**config.mk**
```make
export PLATFORM = sky130hd
export DESIGN_NAME = adcrm_regs
export DESIGN_NICKNAME = d
export VERILOG_FILES = /design/src/logic/adcrm_pkg.sv /design/src/logic/adcrm_if.sv /design/src/logic/adcrm_chan_map.sv /design/src/logic/adcrm_gpo.sv /design/src/logic/adcrm_regs.sv
export VERILOG_INCLUDE_DIRS = /design/src /design/src/logic
export SDC_FILE = /design/constraint.sdc
export NUM_CORES = 1
export LEC_CHECK = 0
export BUFFER_PORTS_ARGS = -buffer_cell sky130_fd_sc_hd__clkbuf_2
export CORE_MARGIN = 2
export CORE_UTILIZATION = 45
export CTS_BUF_LIST = sky130_fd_sc_hd__clkbuf_4 sky130_fd_sc_hd__clkbuf_8 sky130_fd_sc_hd__clkbuf_16
export DETAILED_ROUTE_END_ITERATION = 8
export PLACE_DENSITY = 0.75
export SLEW_MARGIN = 20
export SYNTH_ARGS = -nofsm -noshare
export SYNTH_HDL_FRONTEND = slang
export SYNTH_SLANG_ARGS = --single-unit
```
**constraint.sdc**
```tcl
create_clock -name ref_clk_in -period 6.9 [get_ports ref_clk_in]
set_clock_uncertainty 0.2 [all_clocks]
set_input_delay 1.38 -clock ref_clk_in [delete_from_list [all_inputs] [get_ports ref_clk_in]]
set_output_delay 1.38 -clock ref_clk_in [all_outputs]
set_load 0.02 [all_outputs]
```
**src/logic/adcrm_defines.svh**
```systemverilog
/*
 * offsets, field positions, reset values and codes of the converter
 * register bank; included by the channel map, output pin and register bank modules.
 */
`ifndef ADCRM_DEFINES_SVH
`define ADCRM_DEFINES_SVH

// ***********************************************************************
// register-select codes
// ***********************************************************************
`define ADCRM_RS_RESULT 3'h3
`define ADCRM_RS_IDENT 3'h4
`define ADCRM_RS_OUTCTL 3'h5

// ***********************************************************************
// reset values
// ***********************************************************************
`define ADCRM_RESULT_RST 24'h000000
`define ADCRM_OUTCTL_RST 8'h00
`define ADCRM_CODE_RST 4'h0

// ***********************************************************************
// output control field positions
// ***********************************************************************
`define ADCRM_OC_BIT7 7
`define ADCRM_OC_BRIDGE 6
`define ADCRM_OC_HI_EN 5
`define ADCRM_OC_LO_EN 4

// ***********************************************************************
// channel codes and input numbers
// ***********************************************************************
`define ADCRM_CODE_TEMP 4'h8
`define ADCRM_CODE_SHORT 4'h9
`define ADCRM_IN_TEMP 4'h0
`define ADCRM_IN_AIN2 4'h2
`define ADCRM_IN_COMMON 4'h9
`define ADCRM_CAL_SHARED 3'h4
`define ADCRM_SEL_SHORT 9
`define ADCRM_SEL_TEMP 8

// ***********************************************************************
// read lengths in bits
// ***********************************************************************
`define ADCRM_LEN_BYTE 6'h08
`define ADCRM_LEN_WORD 6'h18
`define ADCRM_LEN_WORD_STAT 6'h20

`endif

```
**src/logic/adcrm_pkg.sv**
```systemverilog
/*
 * types shared by the register bank modules.
 * assumes nothing of its surroundings.
 */
`default_nettype none

package adcrm_pkg;
   // decoded channel selection
   typedef struct packed {
      logic [3:0] pos;
      logic [3:0] neg;
      logic [3:0] code;
      logic [2:0] cal_pair;
      logic cal_valid;
   } adcrm_map_t;
endpackage : adcrm_pkg

`default_nettype wire

```
**src/logic/adcrm_if.sv**
```systemverilog
/*
 * carriers between the top of the register bank and its two helpers.
 * assumes the package is compiled first.
 */
`timescale 1ns/1ps
`default_nettype none

interface adcrm_map_if;
   logic [9:0] sel;
   logic pseudo;
   adcrm_pkg::adcrm_map_t map;
   modport requester (output sel, output pseudo, input map);
   modport mapper (input sel, input pseudo, output map);
endinterface : adcrm_map_if

interface adcrm_gpo_if;
   logic [7:0] ctl;
   logic [7:0] readback;
   modport owner (output ctl, input readback);
   modport driver (input ctl, output readback);
endinterface : adcrm_gpo_if

`default_nettype wire

```
**src/logic/adcrm_chan_map.sv**
```systemverilog
/*
 * maps a one-hot channel selection to input pair, channel code and
 * calibration pair. purely combinational.
 * assumes at most one selection bit is set.
 */
`timescale 1ns/1ps
`default_nettype none
`include "adcrm_defines.svh"

module adcrm_chan_map
(
   adcrm_map_if.mapper m
);
   logic [2:0] idx;
   logic any_ch;

   always_comb
   begin
      idx = 3'h0;
      any_ch = 1'b0;
      for (int i = 7; i >= 0; i--)
      begin
         if (m.sel[i])
         begin
            idx = 3'(i);
            any_ch = 1'b1;
         end
      end
   end

   always_comb
   begin
      m.map = '0;
      if (m.sel[`ADCRM_SEL_SHORT])
      begin
         // same input on both sides
         m.map.pos = m.pseudo ? `ADCRM_IN_COMMON : `ADCRM_IN_AIN2;
         m.map.neg = m.map.pos;
         m.map.code = `ADCRM_CODE_SHORT;
         m.map.cal_valid = 1'b1;
      end
      else if (m.sel[`ADCRM_SEL_TEMP])
      begin
         m.map.pos = `ADCRM_IN_TEMP;
         m.map.neg = `ADCRM_IN_TEMP;
         m.map.code = `ADCRM_CODE_TEMP;
      end
      else if (any_ch && !m.pseudo)
      begin
         m.map.pos = {1'b0, idx[1:0], 1'b0} + 4'h1;
         m.map.neg = {1'b0, idx[1:0], 1'b0} + 4'h2;
         m.map.code = {1'b0, idx};
         m.map.cal_pair = {1'b0, idx[1:0]};
         m.map.cal_valid = 1'b1;
      end
      else if (any_ch)
      begin
         m.map.pos = {1'b0, idx} + 4'h1;
         m.map.neg = `ADCRM_IN_COMMON;
         m.map.code = {1'b0, idx};
         m.map.cal_pair = idx[2] ? `ADCRM_CAL_SHARED : {1'b0, idx[1:0]};
         m.map.cal_valid = 1'b1;
      end
   end
endmodule : adcrm_chan_map

`default_nettype wire

```
**src/logic/adcrm_gpo.sv**
```systemverilog
/*
 * general-purpose output pins and bridge switch driven from the
 * output control register, with pin read-back.
 * assumes pin levels arrive synchronous to the clock.
 */
`timescale 1ns/1ps
`default_nettype none
`include "adcrm_defines.svh"

module adcrm_gpo
(
   adcrm_gpo_if.driver g,
   input wire logic [3:0] pin_in,
   output logic [3:0] pin_out,
   output logic [3:0] pin_oe_out,
   output logic bridge_out
);
   wire hi_en = g.ctl[`ADCRM_OC_HI_EN];
   wire lo_en = g.ctl[`ADCRM_OC_LO_EN];

   // disabled pairs float and their levels are not driven
   assign pin_oe_out = {hi_en, hi_en, lo_en, lo_en};
   assign pin_out = g.ctl[3:0] & pin_oe_out;
   // power-down does not reach this bit
   assign bridge_out = g.ctl[`ADCRM_OC_BRIDGE];
   // enabled pairs report the real pin level
   wire [3:0] lvl = (pin_in & pin_oe_out) | (g.ctl[3:0] & ~pin_oe_out);
   assign g.readback = {1'b0, g.ctl[6:4], lvl};
endmodule : adcrm_gpo

`default_nettype wire

```
**src/logic/adcrm_regs.sv**
```systemverilog
/*
 * register bank of the converter: result, identification and output
 * control registers, ready indicator and channel map outputs.
 * assumes the serial framer presents a register-select code with
 * one-cycle read request, read-complete and write strobes, and that
 * the modulator pulses a conversion with its one-hot channel.
 */
// Operation
// - differential mode maps enables 0-7 to pairs 1/2..7/8, codes 0-7, cal 0-3.
// - temperature gives code 1000 no cal; short gives code 1001, cal 0.
// - pseudo mode maps inputs 1-8 against common; channels 4-7 share cal 4.
// - result register sits at select code 011 and resets to zero.
// - result register is 24-bit, read-only, holds latest conversion.
// - completed result read returns ready pin and bit to not-ready.
// - with append-status set, status byte follows each 24-bit result.
// - identification register at select 100 returns a fixed value.
// - output control register at select 101 is 8-bit read-write.
// - output control register resets to zero.
// - output control register is shifted most significant bit first.
// - bit 7 zero, bridge, high and low pair enables, four levels.
// - enabled pins follow level bits; disabled pairs are tristated.
// - reads of enabled pairs return the actual pin levels.
// - bridge bit closes switch to ground and persists in power-down.
`timescale 1ns/1ps
`default_nettype none
`include "adcrm_defines.svh"

module adcrm_regs
#(
   parameter logic [7:0] ID_VALUE = 8'h5a // arbitrary value
)
(
   input wire logic ref_clk_in,
   input wire logic rst_in,
   input wire logic [2:0] reg_sel_in,
   input wire logic wr_strobe_in,
   input wire logic [23:0] wr_data_in,
   input wire logic rd_req_in,
   input wire logic rd_done_in,
   output logic [31:0] rd_data_out,
   output logic [5:0] rd_len_out,
   output logic rd_ack_out,
   input wire logic conv_valid_in,
   input wire logic [23:0] conv_data_in,
   input wire logic [9:0] conv_sel_in,
   input wire logic pseudo_mode_in,
   input wire logic append_status_enable_in,
   input wire logic [2:0] status_flags_in,
   output logic rdy_n_out,
   output logic [7:0] status_out,
   output logic [3:0] mux_pos_out,
   output logic [3:0] mux_neg_out,
   output logic [3:0] channel_code_out,
   output logic [2:0] cal_pair_out,
   output logic cal_valid_out,
   input wire logic [3:0] gpo_pin_in,
   output logic [3:0] gpo_pin_out,
   output logic [3:0] gpo_oe_out,
   output logic bridge_switch_out
);
   // *********************************************************************
   // helpers
   // *********************************************************************
   adcrm_map_if map_if ();
   adcrm_gpo_if gpo_if ();

   assign map_if.sel = conv_sel_in;
   assign map_if.pseudo = pseudo_mode_in;

   adcrm_chan_map u_map
   (
      .m (map_if.mapper)
   );

   adcrm_gpo u_gpo
   (
      .g (gpo_if.driver),
      .pin_in (gpo_pin_in),
      .pin_out (gpo_pin_out),
      .pin_oe_out (gpo_oe_out),
      .bridge_out (bridge_switch_out)
   );

   // *********************************************************************
   // state
   // *********************************************************************
   logic [23:0] result_reg;
   logic [3:0] code_reg;
   logic [7:0] outctl_reg;
   logic rdy_n_reg;
   logic last_rd_result_reg;
   logic [31:0] rd_data_reg;
   logic [5:0] rd_len_reg;
   logic rd_ack_reg;
   adcrm_pkg::adcrm_map_t map_reg;

   assign gpo_if.ctl = outctl_reg;

   // *********************************************************************
   // decode
   // *********************************************************************
   wire sel_result = (reg_sel_in == `ADCRM_RS_RESULT);
   wire sel_ident = (reg_sel_in == `ADCRM_RS_IDENT);
   wire sel_outctl = (reg_sel_in == `ADCRM_RS_OUTCTL);
   // only the output control register takes writes
   wire outctl_we = wr_strobe_in && sel_outctl;
   // bit 7 is held at zero whatever is written
   wire [7:0] outctl_next = {1'b0, wr_data_in[6:0]};
   wire [7:0] status_byte = {rdy_n_reg, status_flags_in, code_reg};
   // a new conversion wins over a read completing in the same cycle
   wire read_done = rd_done_in && last_rd_result_reg;
   wire rdy_n_next = conv_valid_in ? 1'b0 : (read_done ? 1'b1 : rdy_n_reg);

   // read word is left aligned so bit 31 leaves first
   wire [31:0] rd_word =
      sel_result ? {result_reg, append_status_enable_in ? status_byte
                                                        : 8'h00} :
      sel_ident ? {ID_VALUE, 24'h000000} :
      sel_outctl ? {gpo_if.readback, 24'h000000} :
      32'h00000000;
   wire [5:0] rd_len =
      !sel_result ? `ADCRM_LEN_BYTE :
      append_status_enable_in ? `ADCRM_LEN_WORD_STAT : `ADCRM_LEN_WORD;

   // *********************************************************************
   // registers
   // *********************************************************************
   always_ff @(posedge ref_clk_in or posedge rst_in)
   begin
      if (rst_in)
      begin
         result_reg <= `ADCRM_RESULT_RST;
         code_reg <= `ADCRM_CODE_RST;
         outctl_reg <= `ADCRM_OUTCTL_RST;
         rdy_n_reg <= 1'b1;
      end
      else
      begin
         if (conv_valid_in)
         begin
            result_reg <= conv_data_in;
            code_reg <= map_if.map.code;
         end
         if (outctl_we)
            outctl_reg <= outctl_next;
         rdy_n_reg <= rdy_n_next;
      end
   end

   always_ff @(posedge ref_clk_in or posedge rst_in)
   begin
      if (rst_in)
      begin
         rd_data_reg <= 32'h00000000;
         rd_len_reg <= `ADCRM_LEN_BYTE;
         rd_ack_reg <= 1'b0;
         last_rd_result_reg <= 1'b0;
         map_reg <= '0;
      end
      else
      begin
         rd_ack_reg <= rd_req_in;
         if (rd_req_in)
         begin
            rd_data_reg <= rd_word;
            rd_len_reg <= rd_len;
            last_rd_result_reg <= sel_result;
         end
         map_reg <= map_if.map;
      end
   end

   assign rd_data_out = rd_data_reg;
   assign rd_len_out = rd_len_reg;
   assign rd_ack_out = rd_ack_reg;
   assign rdy_n_out = rdy_n_reg;
   assign status_out = status_byte;
   assign mux_pos_out = map_reg.pos;
   assign mux_neg_out = map_reg.neg;
   assign channel_code_out = map_reg.code;
   assign cal_pair_out = map_reg.cal_pair;
   assign cal_valid_out = map_reg.cal_valid;
endmodule : adcrm_regs

`default_nettype wire

```
==> results_dict.tcl <==
set metrics [dict create \
    internal_power_uw 816.4 \
    met2_usage_pct 28.55 \
    drt_iter0_drc 84 \
    drive_gt1_share_pct 45.20 \
    p_sw_uw 320.5 \
    hpwl_mm 5.584 \
    relSlewSlack_pct 41.26 \
    ir_worst_vdd_mv 0.09426 \
    dr.pass1.iters 4 \
    ys_seq_area_share_pct 60.04 \
    antenna_found_initial 0 \
    final_common_cell "clkbuf_2" \
    wl_mm 7.921 \
    wire_per_inst_um 14.89 \
    synth_cells 303 \
    yosys-top-cells-area "dfrtp_1, mux2_2, o2bb2ai_1" \
    global_route.usage.met3_pct 4.709 \
    p_sw_share_pct 28.19 \
    async_reset_ff_share_pct 100.0 \
    largest_reg_flops 32 \
    p_comb_share_pct 16.4 \
    grt_max_degree 57 \
    grt_overflow 0 \
    yosys_warnings 0 \
    final-instance-count-excl-fill 532 \
    ys_ff_latch 89 \
    setup_viol 0 \
    syn_avg_cell_area_um2 12.26 \
    fin_crit_sh_pct 49.58 \
    place_congestion 0.7703 \
    io_pins 149 \
    cts_num_sinks 89 \
    fillers 714 \
    cts_root_buf "clkbuf_8" \
    fmaxAchievable_mhz 292.3 \
    synthToLayoutAreaGrowth_pct 23.18 \
    grt_use_total_pct 18.07 \
    die_x_um 94.84 \
    worst_r2r_startpoint "gpo_if.ctl[5]" \
    start_kind "input port" \
    holdWs_ps 287.2 \
    ant_nets 0 \
    hold_path_class "flip-flop to flip-flop" \
    drt-vias-per-instance 5.006 \
    initial_utilization_pct 45.89 \
    power.total_uw 1137 \
    min_from "rd_len_out[4]" \
    clk_pin_slew_worst_paths_ps 90 \
    leakage_uw 0.002305 \
    synth_top_area_share_pct 58.63 \
    cts_buffer_depth 2 \
    syn-cell-area_mm2 0.003714 \
    hold_viol 0 \
    power_density_mw_per_mm2 248.5 \
    finalSetupTns_ps 0 \
    cts_buffers 9 \
    drv_slew 0 \
    cts_hold_buffers 0 \
    post-route-drc-count 0 \
    rows 33 \
    die_h_um 94.84 \
    netlist-cell-type-count 46 \
    ys.flop_type "dfrtp_1" \
    cp.arrival_ps 3430 \
    rsz0062_at_grt "false" \
    final_util_pct 56.52 \
    final_cell_mix "clkbuf_2, dfrtp_1, mux2_2" \
    dp_cells 516 \
    p_seq_share_pct 51.8 \
    first_global_vias 2595 \
    grtUsageMet1_pct 24.15 \
    critical_path_class "input port to flip-flop" \
    design.die.area_mm2 0.008995 \
    via_count 2663 \
    core_region_area_mm2 0.008093 \
    status "completed" \
    cts_tree "done" \
    final_nets 499 \
    synth_top_area_cell "dfrtp_1" \
    maxCapViolations 0 \
    critical_path_required_ps 6910 \
    worstSetupEndpointType "flip-flop" \
    period_minus_slack_ps 3421 \
    grt_pass1_wl_mm 12.45 \
    port_buffers 128 \
    synth_edf_count 0 \
    ctsResizeCount 0 \
    diodes 0 \
    p_clk_share_pct 31.8 \
    worst_pin_slew_ps 881.1 \
    grt.busiest_layer "met2" \
    htree_levels 3 \
    worstSkewPairLatency_ps 350 \
    postCtsSetupBuffers 0 \
    cp_max_fo 41 \
    crit_start "rd_req_in" \
]
## cell families (layout without fill, tap and decap cells)
| family | count (synthesis) | count (layout) | share of synthesized area (%) |
|---|---|---|---|
| DFF | 89 | 89 | 60.04 |
| and+or+nand+nor | 82 | 82 | 10.95 |
| AOI/OAI and AO/OA | 50 | 50 | 10.58 |
| muxes | 44 | 44 | 12.94 |
| buffers and inverters | 35 | 157 | 4.818 |
| adders and majority gates | 1 | 1 | 0.3369 |
| other | 1 | 3 | 0.1010 |
| xor gates and xnor gates | 1 | 1 | 0.2359 |
## power by group through the flow
stage	clock network (uW)	logic, uW	registers (uW)
final	361	186	589
after global routing	397	205	596
after CTS	372	190	590
after detailed placement	0	189	600
after global placement	0	185	598
after floorplan	0	107	619
## critical path: stages
cell and delay, ps:
clkbuf_2 80, buf_4 410, clkinv_1 750, a21oi_2 690, nor2_1 110
## final timing paths
path | to | slack, ps | depth (start not counted)
worst max-delay path | rd_data_out[7] | 3480 | 5
worst max register to register | rd_data_out[27] | 5440 | 4
worst min-delay path | rd_len_out[4] | 290 | 2
min in group asynchronous | channel_code_out[0] | 840 | 2
max in group asynchronous | result_reg[2] | 4560 | 3
worst min register to register | rd_len_out[4] | 290 | 2
## Yosys cell counts, types with 2 or more instances
cell and instances:
nor2_1 26, nand3_1 5, o2bb2ai_1 17, and2_1 5, a31oi_1 2, dfrtp_1 87
nand2_1 28, mux2_2 32, clkbuf_1 8, a21oi_1 6, nor2b_1 5, buf_2 5
buf_4 11, a21oi_2 2, nor4_4 2, o221ai_1 3, or2_1 2, inv_1 10
mux2i_1 12, dfstp_2 2, o21ai_0 6, and3_1 2, a221oi_1 2
## area by class of cell
| type | count | area (um2) | area share (%) |
|---|---|---|---|
| Tap cell | 105 | 131.4 | 2.872 |
| Multi-Input combinational cell | 181 | 1313 | 28.69 |
| Sequential cell | 89 | 2230 | 48.74 |
| Inverter | 11 | 42.54 | 0.9300 |
| Clock buffer | 10 | 137.6 | 3.009 |
| Timing Repair Buffer | 130 | 655.6 | 14.33 |
| Clock inverter | 6 | 65.06 | 1.422 |
## stage by stage
stage	area (um2)	worst slack [ps]
after detailed placement	4372	3100
after CTS	4574	3468
after floorplan	3721	3016
after global placement	4372	3135
final	4574	3479
after global routing	4574	3306
## layer usage
metal,vias up,part of all wire [%]
li1,1277,-
met1,1296,44
met2,80,49
met3,10,5.8
met4,0,1.5
met5,-,0
No activity file was read; power rests on OpenSTA's default activity.
